[src/rtl/ces_pkg.sv]
package ces_pkg;

	// ****************************************
	// Timing
	// ****************************************
	localparam int CLK_HZ          = 50000000;
	localparam int WDOG_TIMEOUT_S  = 175;
	// Slow timebase: one tick per millisecond
	localparam int TICK_PERIOD_MS  = 1;
	localparam int TICK_CYCLES     = CLK_HZ / 1000 * TICK_PERIOD_MS;
	localparam int WDOG_TICKS      = WDOG_TIMEOUT_S * 1000 / TICK_PERIOD_MS;

	// ****************************************
	// Command codes and fields
	// ****************************************
	localparam logic [7:0] CMD_CHARGE_CURRENT = 8'h14;
	localparam logic [7:0] CMD_CHARGE_VOLTAGE = 8'h15;
	localparam int CUR_FIELD_LSB = 7;
	localparam int CUR_FIELD_MSB = 12;
	localparam int VOLT_FIELD_LSB = 4;
	localparam int VOLT_FIELD_MSB = 14;
	localparam logic [15:0] SETTING_RESET = 16'h0000;

	// ****************************************
	// Types
	// ****************************************
	typedef enum logic [1:0] {
		CES_IDLE,
		CES_ARMED,
		CES_CHARGING,
		CES_EXPIRED
	} ces_state_type;

endpackage

[src/rtl/ces_sync.sv]
`timescale 1ns/1ps
`default_nettype none

module ces_sync (
	// Clock and reset
	input  wire logic       clk,
	input  wire logic       rst_b,
	// Data
	input  wire logic [6:0] async,
	output var  logic [6:0] synced
);

	logic [6:0] stage;

	always_ff @(posedge clk) begin
		if (!rst_b) begin
			stage  <= 7'h00;
			synced <= 7'h00;
		end else begin
			stage  <= async;
			synced <= stage;
		end
	end

endmodule

`default_nettype wire

[src/rtl/ces_watchdog.sv]
`timescale 1ns/1ps
`default_nettype none

module ces_watchdog #(
	parameter int TICK_CYCLES = ces_pkg::TICK_CYCLES,
	parameter int WDOG_TICKS  = ces_pkg::WDOG_TICKS
) (
	// Clock and reset
	input  wire logic clk,
	input  wire logic rst_b,
	// Control
	input  wire logic kick,
	output var  logic expired
);

	logic [25:0] prescale;
	logic [24:0] ticks;
	logic        tick;

	assign tick = (prescale == 26'(TICK_CYCLES - 1));

	// ****************************************
	// Prescaler
	// ****************************************
	always_ff @(posedge clk) begin
		if (!rst_b || kick || tick) begin
			prescale <= 26'h0000000;
		end else begin
			prescale <= prescale + 26'h0000001;
		end
	end

	// ****************************************
	// Timeout counter
	// ****************************************
	always_ff @(posedge clk) begin
		if (!rst_b || kick) begin
			ticks   <= 25'h0000000;
			expired <= 1'b0;
		end else if (tick && !expired) begin
			if (ticks == 25'(WDOG_TICKS - 1)) begin
				expired <= 1'b1;
			end
			ticks <= ticks + 25'h0000001;
		end
	end

endmodule

`default_nettype wire

[src/rtl/charge_enable_supervisor.sv]
// Behaviour
// - Stop charging after 175 s without commands
// - After expiry need both fresh commands
// - Adapter-good released when sense above threshold
// - Adapter present needs supply and sense
// - Zero current or voltage disables charging
// - Supply below battery plus margin: power fail
// - Low interface supply holds reset, ignores traffic
// - After reset, charge only after both commands
// - Settings kept while interface supply good
// - All supply conditions together permit charging
// - Both gate drives low while charger off
// - Current write code 0x14 restarts watchdog
`timescale 1ns/1ps
`default_nettype none

module charge_enable_supervisor #(
	parameter int TICK_CYCLES = ces_pkg::TICK_CYCLES,
	parameter int WDOG_TICKS  = ces_pkg::WDOG_TICKS
) (
	// Clock and reset
	input  wire logic        clk,
	input  wire logic        rst_b,
	// Decoded word writes from the management interface
	input  wire logic        cmdValid,
	input  wire logic [7:0]  cmdCode,
	input  wire logic [15:0] cmdData,
	output wire logic        cmdAccept,
	// Comparator results, asynchronous levels
	input  wire logic        adapterSupplyAbove4v,
	input  wire logic        adapterSenseAbove2v4,
	input  wire logic        gateDriveRailAbove4v,
	input  wire logic        referenceAbove3v1,
	input  wire logic        supplyMarginAbove150mv,
	input  wire logic        supplyMarginAbove250mv,
	input  wire logic        interfaceSupplyGood,
	// Converter request and pins
	input  wire logic        switchRequest,
	output var  logic        highSideDrive,
	output var  logic        lowSideDrive,
	output var  logic        adapterGoodOut,
	output var  logic        adapterGoodOe,
	// Status
	output var  logic        chargeEnable,
	output var  logic        adapterPresent,
	output var  logic        powerFail,
	output var  logic        watchdogExpired,
	output var  logic [15:0] chargeCurrentSetting,
	output var  logic [15:0] chargeVoltageSetting
);

	// ****************************************
	// Input synchronisers
	// ****************************************
	logic [6:0] syncIn;
	logic       supplyOk;
	logic       senseOk;
	logic       railOk;
	logic       refOk;
	logic       margin150;
	logic       margin250;
	logic       ifaceOk;

	ces_sync u_sync (
		.clk   (clk),
		.rst_b (rst_b),
		.async ({adapterSupplyAbove4v, adapterSenseAbove2v4,
		         gateDriveRailAbove4v, referenceAbove3v1,
		         supplyMarginAbove150mv, supplyMarginAbove250mv,
		         interfaceSupplyGood}),
		.synced(syncIn)
	);

	assign supplyOk  = syncIn[6];
	assign senseOk   = syncIn[5];
	assign railOk    = syncIn[4];
	assign refOk     = syncIn[3];
	assign margin150 = syncIn[2];
	assign margin250 = syncIn[1];
	assign ifaceOk   = syncIn[0];

	// Interface supply undervoltage acts as a register reset
	logic regReset;
	assign regReset = !rst_b || !ifaceOk;

	// ****************************************
	// Command decode
	// ****************************************
	logic currentWrite;
	logic voltageWrite;

	function automatic logic isCode(input logic [7:0] code,
	                                input logic [7:0] want);
		isCode = (code == want);
	endfunction

	// Traffic ignored while the interface supply is low
	assign cmdAccept    = cmdValid && !regReset;
	assign currentWrite = cmdAccept &&
		isCode(cmdCode, ces_pkg::CMD_CHARGE_CURRENT);
	assign voltageWrite = cmdAccept &&
		isCode(cmdCode, ces_pkg::CMD_CHARGE_VOLTAGE);

	// ****************************************
	// Setting registers
	// ****************************************
	// Unused bits are stored as zero
	always_ff @(posedge clk) begin
		if (regReset) begin
			chargeCurrentSetting <= ces_pkg::SETTING_RESET;
		end else if (currentWrite) begin
			chargeCurrentSetting <= {3'h0,
				cmdData[ces_pkg::CUR_FIELD_MSB:ces_pkg::CUR_FIELD_LSB],
				7'h00};
		end
	end

	always_ff @(posedge clk) begin
		if (regReset) begin
			chargeVoltageSetting <= ces_pkg::SETTING_RESET;
		end else if (voltageWrite) begin
			chargeVoltageSetting <= {1'h0,
				cmdData[ces_pkg::VOLT_FIELD_MSB:ces_pkg::VOLT_FIELD_LSB],
				4'h0};
		end
	end

	// ****************************************
	// Watchdog
	// ****************************************
	logic wdogExpiredRaw;
	logic wdogKick;
	logic expireNow;

	// ****************************************
	// Fresh command tracking
	// ****************************************
	logic gotCurrent;
	logic gotVoltage;

	// Only the raw watchdog flag clears, masked by a kick; clearing on the sticky flag would
	// throw away the first resent command before the second arrives
	assign expireNow = wdogExpiredRaw && !wdogKick;

	always_ff @(posedge clk) begin
		if (regReset) begin
			gotCurrent <= 1'b0;
			gotVoltage <= 1'b0;
		end else begin
			gotCurrent <= currentWrite ||
				(gotCurrent && !expireNow);
			gotVoltage <= voltageWrite ||
				(gotVoltage && !expireNow);
		end
	end

	assign wdogKick = currentWrite || voltageWrite;

	ces_watchdog #(
		.TICK_CYCLES (TICK_CYCLES),
		.WDOG_TICKS  (WDOG_TICKS)
	) u_wdog (
		.clk     (clk),
		.rst_b   (!regReset),
		.kick    (wdogKick),
		.expired (wdogExpiredRaw)
	);

	// Sticky until both commands are resent
	always_ff @(posedge clk) begin
		if (regReset) begin
			watchdogExpired <= 1'b0;
		end else if (expireNow) begin
			watchdogExpired <= 1'b1;
		end else if (gotCurrent && gotVoltage) begin
			watchdogExpired <= 1'b0;
		end
	end

	// ****************************************
	// Supply qualification
	// ****************************************
	logic marginOk;

	// Hysteresis: enter on the rising margin, hold on the falling one
	always_ff @(posedge clk) begin
		if (!rst_b) begin
			marginOk <= 1'b0;
		end else if (margin250) begin
			marginOk <= 1'b1;
		end else if (!margin150) begin
			marginOk <= 1'b0;
		end
	end

	always_ff @(posedge clk) begin
		if (!rst_b) begin
			adapterPresent <= 1'b0;
			powerFail      <= 1'b1;
			adapterGoodOut <= 1'b0;
			adapterGoodOe  <= 1'b1;
		end else begin
			adapterPresent <= supplyOk && senseOk;
			powerFail      <= !margin150;
			adapterGoodOut <= 1'b0;
			adapterGoodOe  <= !senseOk;
		end
	end

	// ****************************************
	// Charge enable and gate drive
	// ****************************************
	logic suppliesOk;
	logic settingsOk;

	assign suppliesOk = supplyOk && senseOk && railOk && refOk &&
		marginOk && ifaceOk && margin150;
	assign settingsOk = (chargeCurrentSetting != 16'h0000) &&
		(chargeVoltageSetting != 16'h0000);

	always_ff @(posedge clk) begin
		if (regReset) begin
			chargeEnable <= 1'b0;
		end else begin
			chargeEnable <= suppliesOk && settingsOk && gotCurrent &&
				gotVoltage && !watchdogExpired &&
				!expireNow;
		end
	end

	// Complementary drive; both low while disabled
	always_ff @(posedge clk) begin
		if (regReset) begin
			highSideDrive <= 1'b0;
			lowSideDrive  <= 1'b0;
		end else begin
			highSideDrive <= chargeEnable && switchRequest;
			lowSideDrive  <= chargeEnable && !switchRequest;
		end
	end

endmodule

`default_nettype wire

[config.mk]
export PLATFORM = sky130hd
export DESIGN_NAME = charge_enable_supervisor
export DESIGN_NICKNAME = d
export VERILOG_FILES = /design/src/rtl/ces_pkg.sv /design/src/rtl/ces_sync.sv /design/src/rtl/ces_watchdog.sv /design/src/rtl/charge_enable_supervisor.sv
export SDC_FILE = /design/constraint.sdc
export NUM_CORES = 1
export LEC_CHECK = 0
export ABC_CLOCK_PERIOD_IN_PS = 3000
export BUFFER_PORTS_ARGS = -buffer_cell sky130_fd_sc_hd__buf_2
export CAP_MARGIN = 20
export CORE_MARGIN = 10
export CORE_UTILIZATION = 49
export CTS_BUF_LIST = sky130_fd_sc_hd__clkbuf_8
export DETAILED_ROUTE_END_ITERATION = 7
export GPL_TIMING_DRIVEN = 0
export PLACE_DENSITY = 0.72
export SLEW_MARGIN = 10
export SYNTH_ARGS = -nofsm -noshare
export SYNTH_HDL_FRONTEND = slang
export SYNTH_SLANG_ARGS = --single-unit
export TNS_END_PERCENT = 1
[constraint.sdc]
create_clock -name clk -period 3 [get_ports clk]
set_input_delay 0.3 -clock clk [delete_from_list [all_inputs] [get_ports clk]]
set_output_delay 0.3 -clock clk [all_outputs]
set_load 0.02 [all_outputs]
* Word level (Yosys, flattened, before mapping) *
Cells that the tools add are included.

word-level totals
  bits in registers = 93
  input port bits = 35
  word-level logic and storage cells = 70

cells by class
  add/sub/neg operators = 2
  equal/unequal tests = 5
  muxes and demuxes = 4
  reductions and logical operators = 42

operators by type and width
  kind                                                                count
  16-bit nonzero test                                                 2
  26-bit by 1-bit adder with 26-bit output (second input constant)    1
  26-bit by 16-bit == test with 1-bit output (second input constant)  1
  25-bit by 1-bit adder with 25-bit output (second input constant)    1
  25-bit by 18-bit == test with 1-bit output (second input constant)  1
  1-bit logical AND                                                   22
  8-bit by 5-bit == test with 1-bit output (second input constant)    2
  1-bit zero test                                                     10
  1-bit logical OR                                                    6
  1-bit 2-to-1 mux                                                    4
  2-bit != test (second input constant)                               1
  2-bit AND reduction                                                 1
  2-bit nonzero test                                                  1

* Longest topological paths before layout *
  word-level depth = 11
  gate-level depth with buffers = 8

* Cells and area by module *
Synthesis repeated with hierarchy kept, for this count alone.

unflattened totals
  cell total of the unflattened synthesis = 450
  area, all modules = 4141.5 µm²

by module, submodules not included
  module                    instances  cells an instance  area an instance (µm²)  seq. area each (µm²)
  ces_watchdog              1          291                2547.4                  1041.0
  charge_enable_supervisor  1          130                1202.4                  540.5
  ces_sync                  1          29                 391.6                   280.3

* Worst setup path after synthesis *
OpenSTA, ideal clock, no wires.

  kind = register -> register
  start = register u_wdog.prescale[0]
  end = register u_wdog.ticks[24]
  setup time = 0.070 ns
  data arrival time = 1.824 ns
  required time = 2.930 ns
  setup slack = 1.106 ns
  stages on the path, launching flop included = 8
  period minus slack after synthesis = 1.894 ns
  cells stage by stage = dfxtp_1 ha_1 and3_1 clkbuf_1 nand4_2 or2_0 or3_1 a21oi_1

between the ends
  word-level cells in the longest chain between the ends = 2

ends and longest elaborated chain
  element                                     line                text
  start, declared                             ces_watchdog.sv:16  logic [25:0] prescale;
  start signal, assigned                      ces_watchdog.sv:29  prescale <= prescale + 26'h0000001;
  26-bit by 16-bit == test with 1-bit output  ces_watchdog.sv:20  assign tick = (prescale == 26'(TICK_CYCLES - 1));
  1-bit logical AND                           ces_watchdog.sv:40  end else if (tick && !expired) begin
  end signal, assigned                        ces_watchdog.sv:44  ticks <= ticks + 25'h0000001;
  end, declared                               ces_watchdog.sv:17  logic [24:0] ticks;

No other way between the ends.
A chain may end at the register's enable or synchronous reset.

* Final worst setup path *
  start = register u_wdog.prescale[0]
  end = register u_wdog.ticks[23]

Same word-level chain as after synthesis.

==> flow_summary.toml <==
[status]
outcome = "finished clean"

[synth]
synth_top_area_share_pct = 45.0
ys_types = 49
muxShareOfSynthArea_pct = 4.36
synth_edf_count = 0
synth_top_family_by_area = "simple AND/OR/NAND/NOR gates"
synthFlopType = "dfxtp_1"
synth_compound_area_share_pct = 1.67
yosysSeqAreaShare_pct = 45.0
synth-simple-area-share_pct = 33.2
synthArstFlopShare_pct = 0
syn_inst = 433
synth_fa_ha_area_share_pct = 0.606
ys_ff_latch = 93
synth_area_per_cell_sq_um = 9.54
synth-xor-area-share_pct = 9.75
yosys.area.top_type = "dfxtp_1"
ys_top_cells_by_area = "dfxtp_1, xnor2_1, nor2_1, mux2i_1, buf_4"
synthesis.area_sq_um = 4130
ys_warn_count = 0

[cells_and_area]
antennaDiodeCount = 0
layout_commonest_cell = "dfxtp_1"
nets = 550
area_delta_synth_final_pct = 15.7
layout_common_cells = "dfxtp_1, nor2_1, buf_2, xnor2_1, nand3_1"
drive_gt1_share_pct = 21.6

[critical_path]
crit_cells = 8
critPathKind = "reg -> reg"
rr_worst_depth = 8
cp_slowest_cell = "dfxtp_1"
crit_path_start_kind = "register"
critPathArrivalTime_ps = 2400
max_stage_delay_ps = 410
cp_data_required_time_ps = 3230
cp-end-kind = "register"
path_delay_family = "simple AND/OR/NAND/NOR gates"
cp.buffers_inverters = 2
worstPathCellList = "ha_1 -> and3_1 -> clkbuf_1 -> nand4_2 -> buf_6 -> nor4_2 -> xnor2_1 -> nor2_1"
crit_path_max_fanout = 10

[clocking]
root_buffer = "clkbuf_8"
clkTransAtPathRegs_ps = 100
cts_tree = "built"
cts_sinks = 93
clk_latency_ps = 350
cts_max_level = 3
cts-hold-fix-buffers = 0
cts_max_path_buffers = 2
cts_buffers = 9
cts.repair.resized = 0
postCtsSetupRepairBufs = 0

[detailed_routing]
detail_route.wl_per_cell_um = 13.9
drtIter0Drc = 104
drc_errors = 0
dr.pass1.iters = 5
via_per_inst = 5.18
vias = 3227
wl_um = 8670
postRouteAntennaNets = 0

[place]
portBuffers = 54
gp_congestion = 0.813
pre_cts_ws_ps = 851
dp.final_hpwl_um = 6470

[die]
core_region_area_sq_um = 8220
die_width_um = 112
design.die.area_sq_um = 12500
num_io_pins = 76
row_count = 33
die_h_um = 112
initial_core_util_pct = 50.3

[run]
cap_viol_max_count = 0

[power_and_ir_drop]
ir_worst_vdd_mv = 0.208
p_total_mw = 2.14
power_density_nw_per_um2 = 448
p_leak_nw = 1.77

[timing]
whs_ps = 115
finalSetupTns_ps = 0
hold_viol_final = 0
setup_viol = 0
report.final.slew_viol_count = 0
timing.final.ws_setup_ps = 831
fin_crit_ps = 2170
rsz0062_at_grt = "false"
fin_skew_ps = 12.7
final.period_utilization_pct = 72.3
fmax_mhz = 461

[global_routing]
overflow = 0
grt_pass1_vias = 3361
grt_pass1_wl_um = 15100
grtUsageTotal_pct = 13.9
grt_max_degree = 18
antenna_found_initial = 0

[hold_path]
hold_depth = 2
hold_path.class = "in -> reg"
## power by group
| group | switching [mW] | leakage (nW) | internal (mW) |
|---|---|---|---|
| clock | 0.472 | 0.0958 | 0.341 |
| combinational | 0.0447 | 0.926 | 0.0370 |
| sequential | 0.00363 | 0.752 | 1.24 |
## cells in the mapped netlist (11+ instances only)
| library cell | count |
|---|---|
| xnor2_1 | 35 |
| xor2_1 | 11 |
| nand2_1 | 18 |
| nor4_1 | 16 |
| nand4_1 | 13 |
| buf_4 | 16 |
| nor3_1 | 17 |
| mux2i_1 | 18 |
| dfxtp_1 | 93 |
| and2_1 | 16 |
| nand3_1 | 19 |
| nor2_1 | 71 |
## path summary, 6_finish.rpt
kind | start | end | slack [ps]
worst min-delay path | switchRequest | lowSideDrive$_SDFF_PP0_ | 120
worst max-delay path | u_wdog.prescale[0]$_SDFF_PP0_ | u_wdog.ticks[23]$_SDFFE_PP0P_ | 830
worst max register to register | u_wdog.prescale[0]$_SDFF_PP0_ | u_wdog.ticks[23]$_SDFFE_PP0P_ | 830
worst min register to register | u_sync.synced[2]$_SDFF_PN0_ | powerFail$_SDFF_PN1_ | 410
## registers in the layout (all words and copies together) (netlist names), 6 cells and up
signal / count
chargeVoltageSetting: 11
u_sync.synced: 7
u_wdog.prescale: 26
u_sync.stage: 7
chargeCurrentSetting: 6
u_wdog.ticks: 25
## metrics by stage
step,cells,cell area (sq um),util (%)
after floorplan,448,4190,-
after global placement,607,4590,55.9
after detailed placement,607,4590,55.9
after CTS,623,4780,58.2
after global routing,623,4780,58.2
final,623,4780,58.2
## layer usage
metal  global-route usage, %  wire [um]  vias to the layer above
met1                    17.3       4050                     1492
met3                    5.42        678                       10
li1                        -          -                     1639
met2                    21.4       3840                       86
met5                       0          0                        -
met4                    4.88        106                        0
## cells by family after synthesis
logic type / Yosys count
xor gates and xnor gates: 46
muxes: 18
AOI/OAI and AO/OA: 11
DFF: 93
buffers and inverters: 37
and+or+nand+nor: 225
adders and majority gates: 2
other: 1
## cell type report
cell class / count / area (sq um)
Multi-Input combinational cell: 318 / 2110
Inverter: 3 / 11.3
Clock buffer: 10 / 138
Tap cell: 105 / 131
Clock inverter: 6 / 53.8
Buffer: 34 / 209
Sequential cell: 93 / 1860
Timing Repair Buffer: 54 / 270
Fill cell: 739 / 3430
No activity file was read; power rests on OpenSTA's default activity.
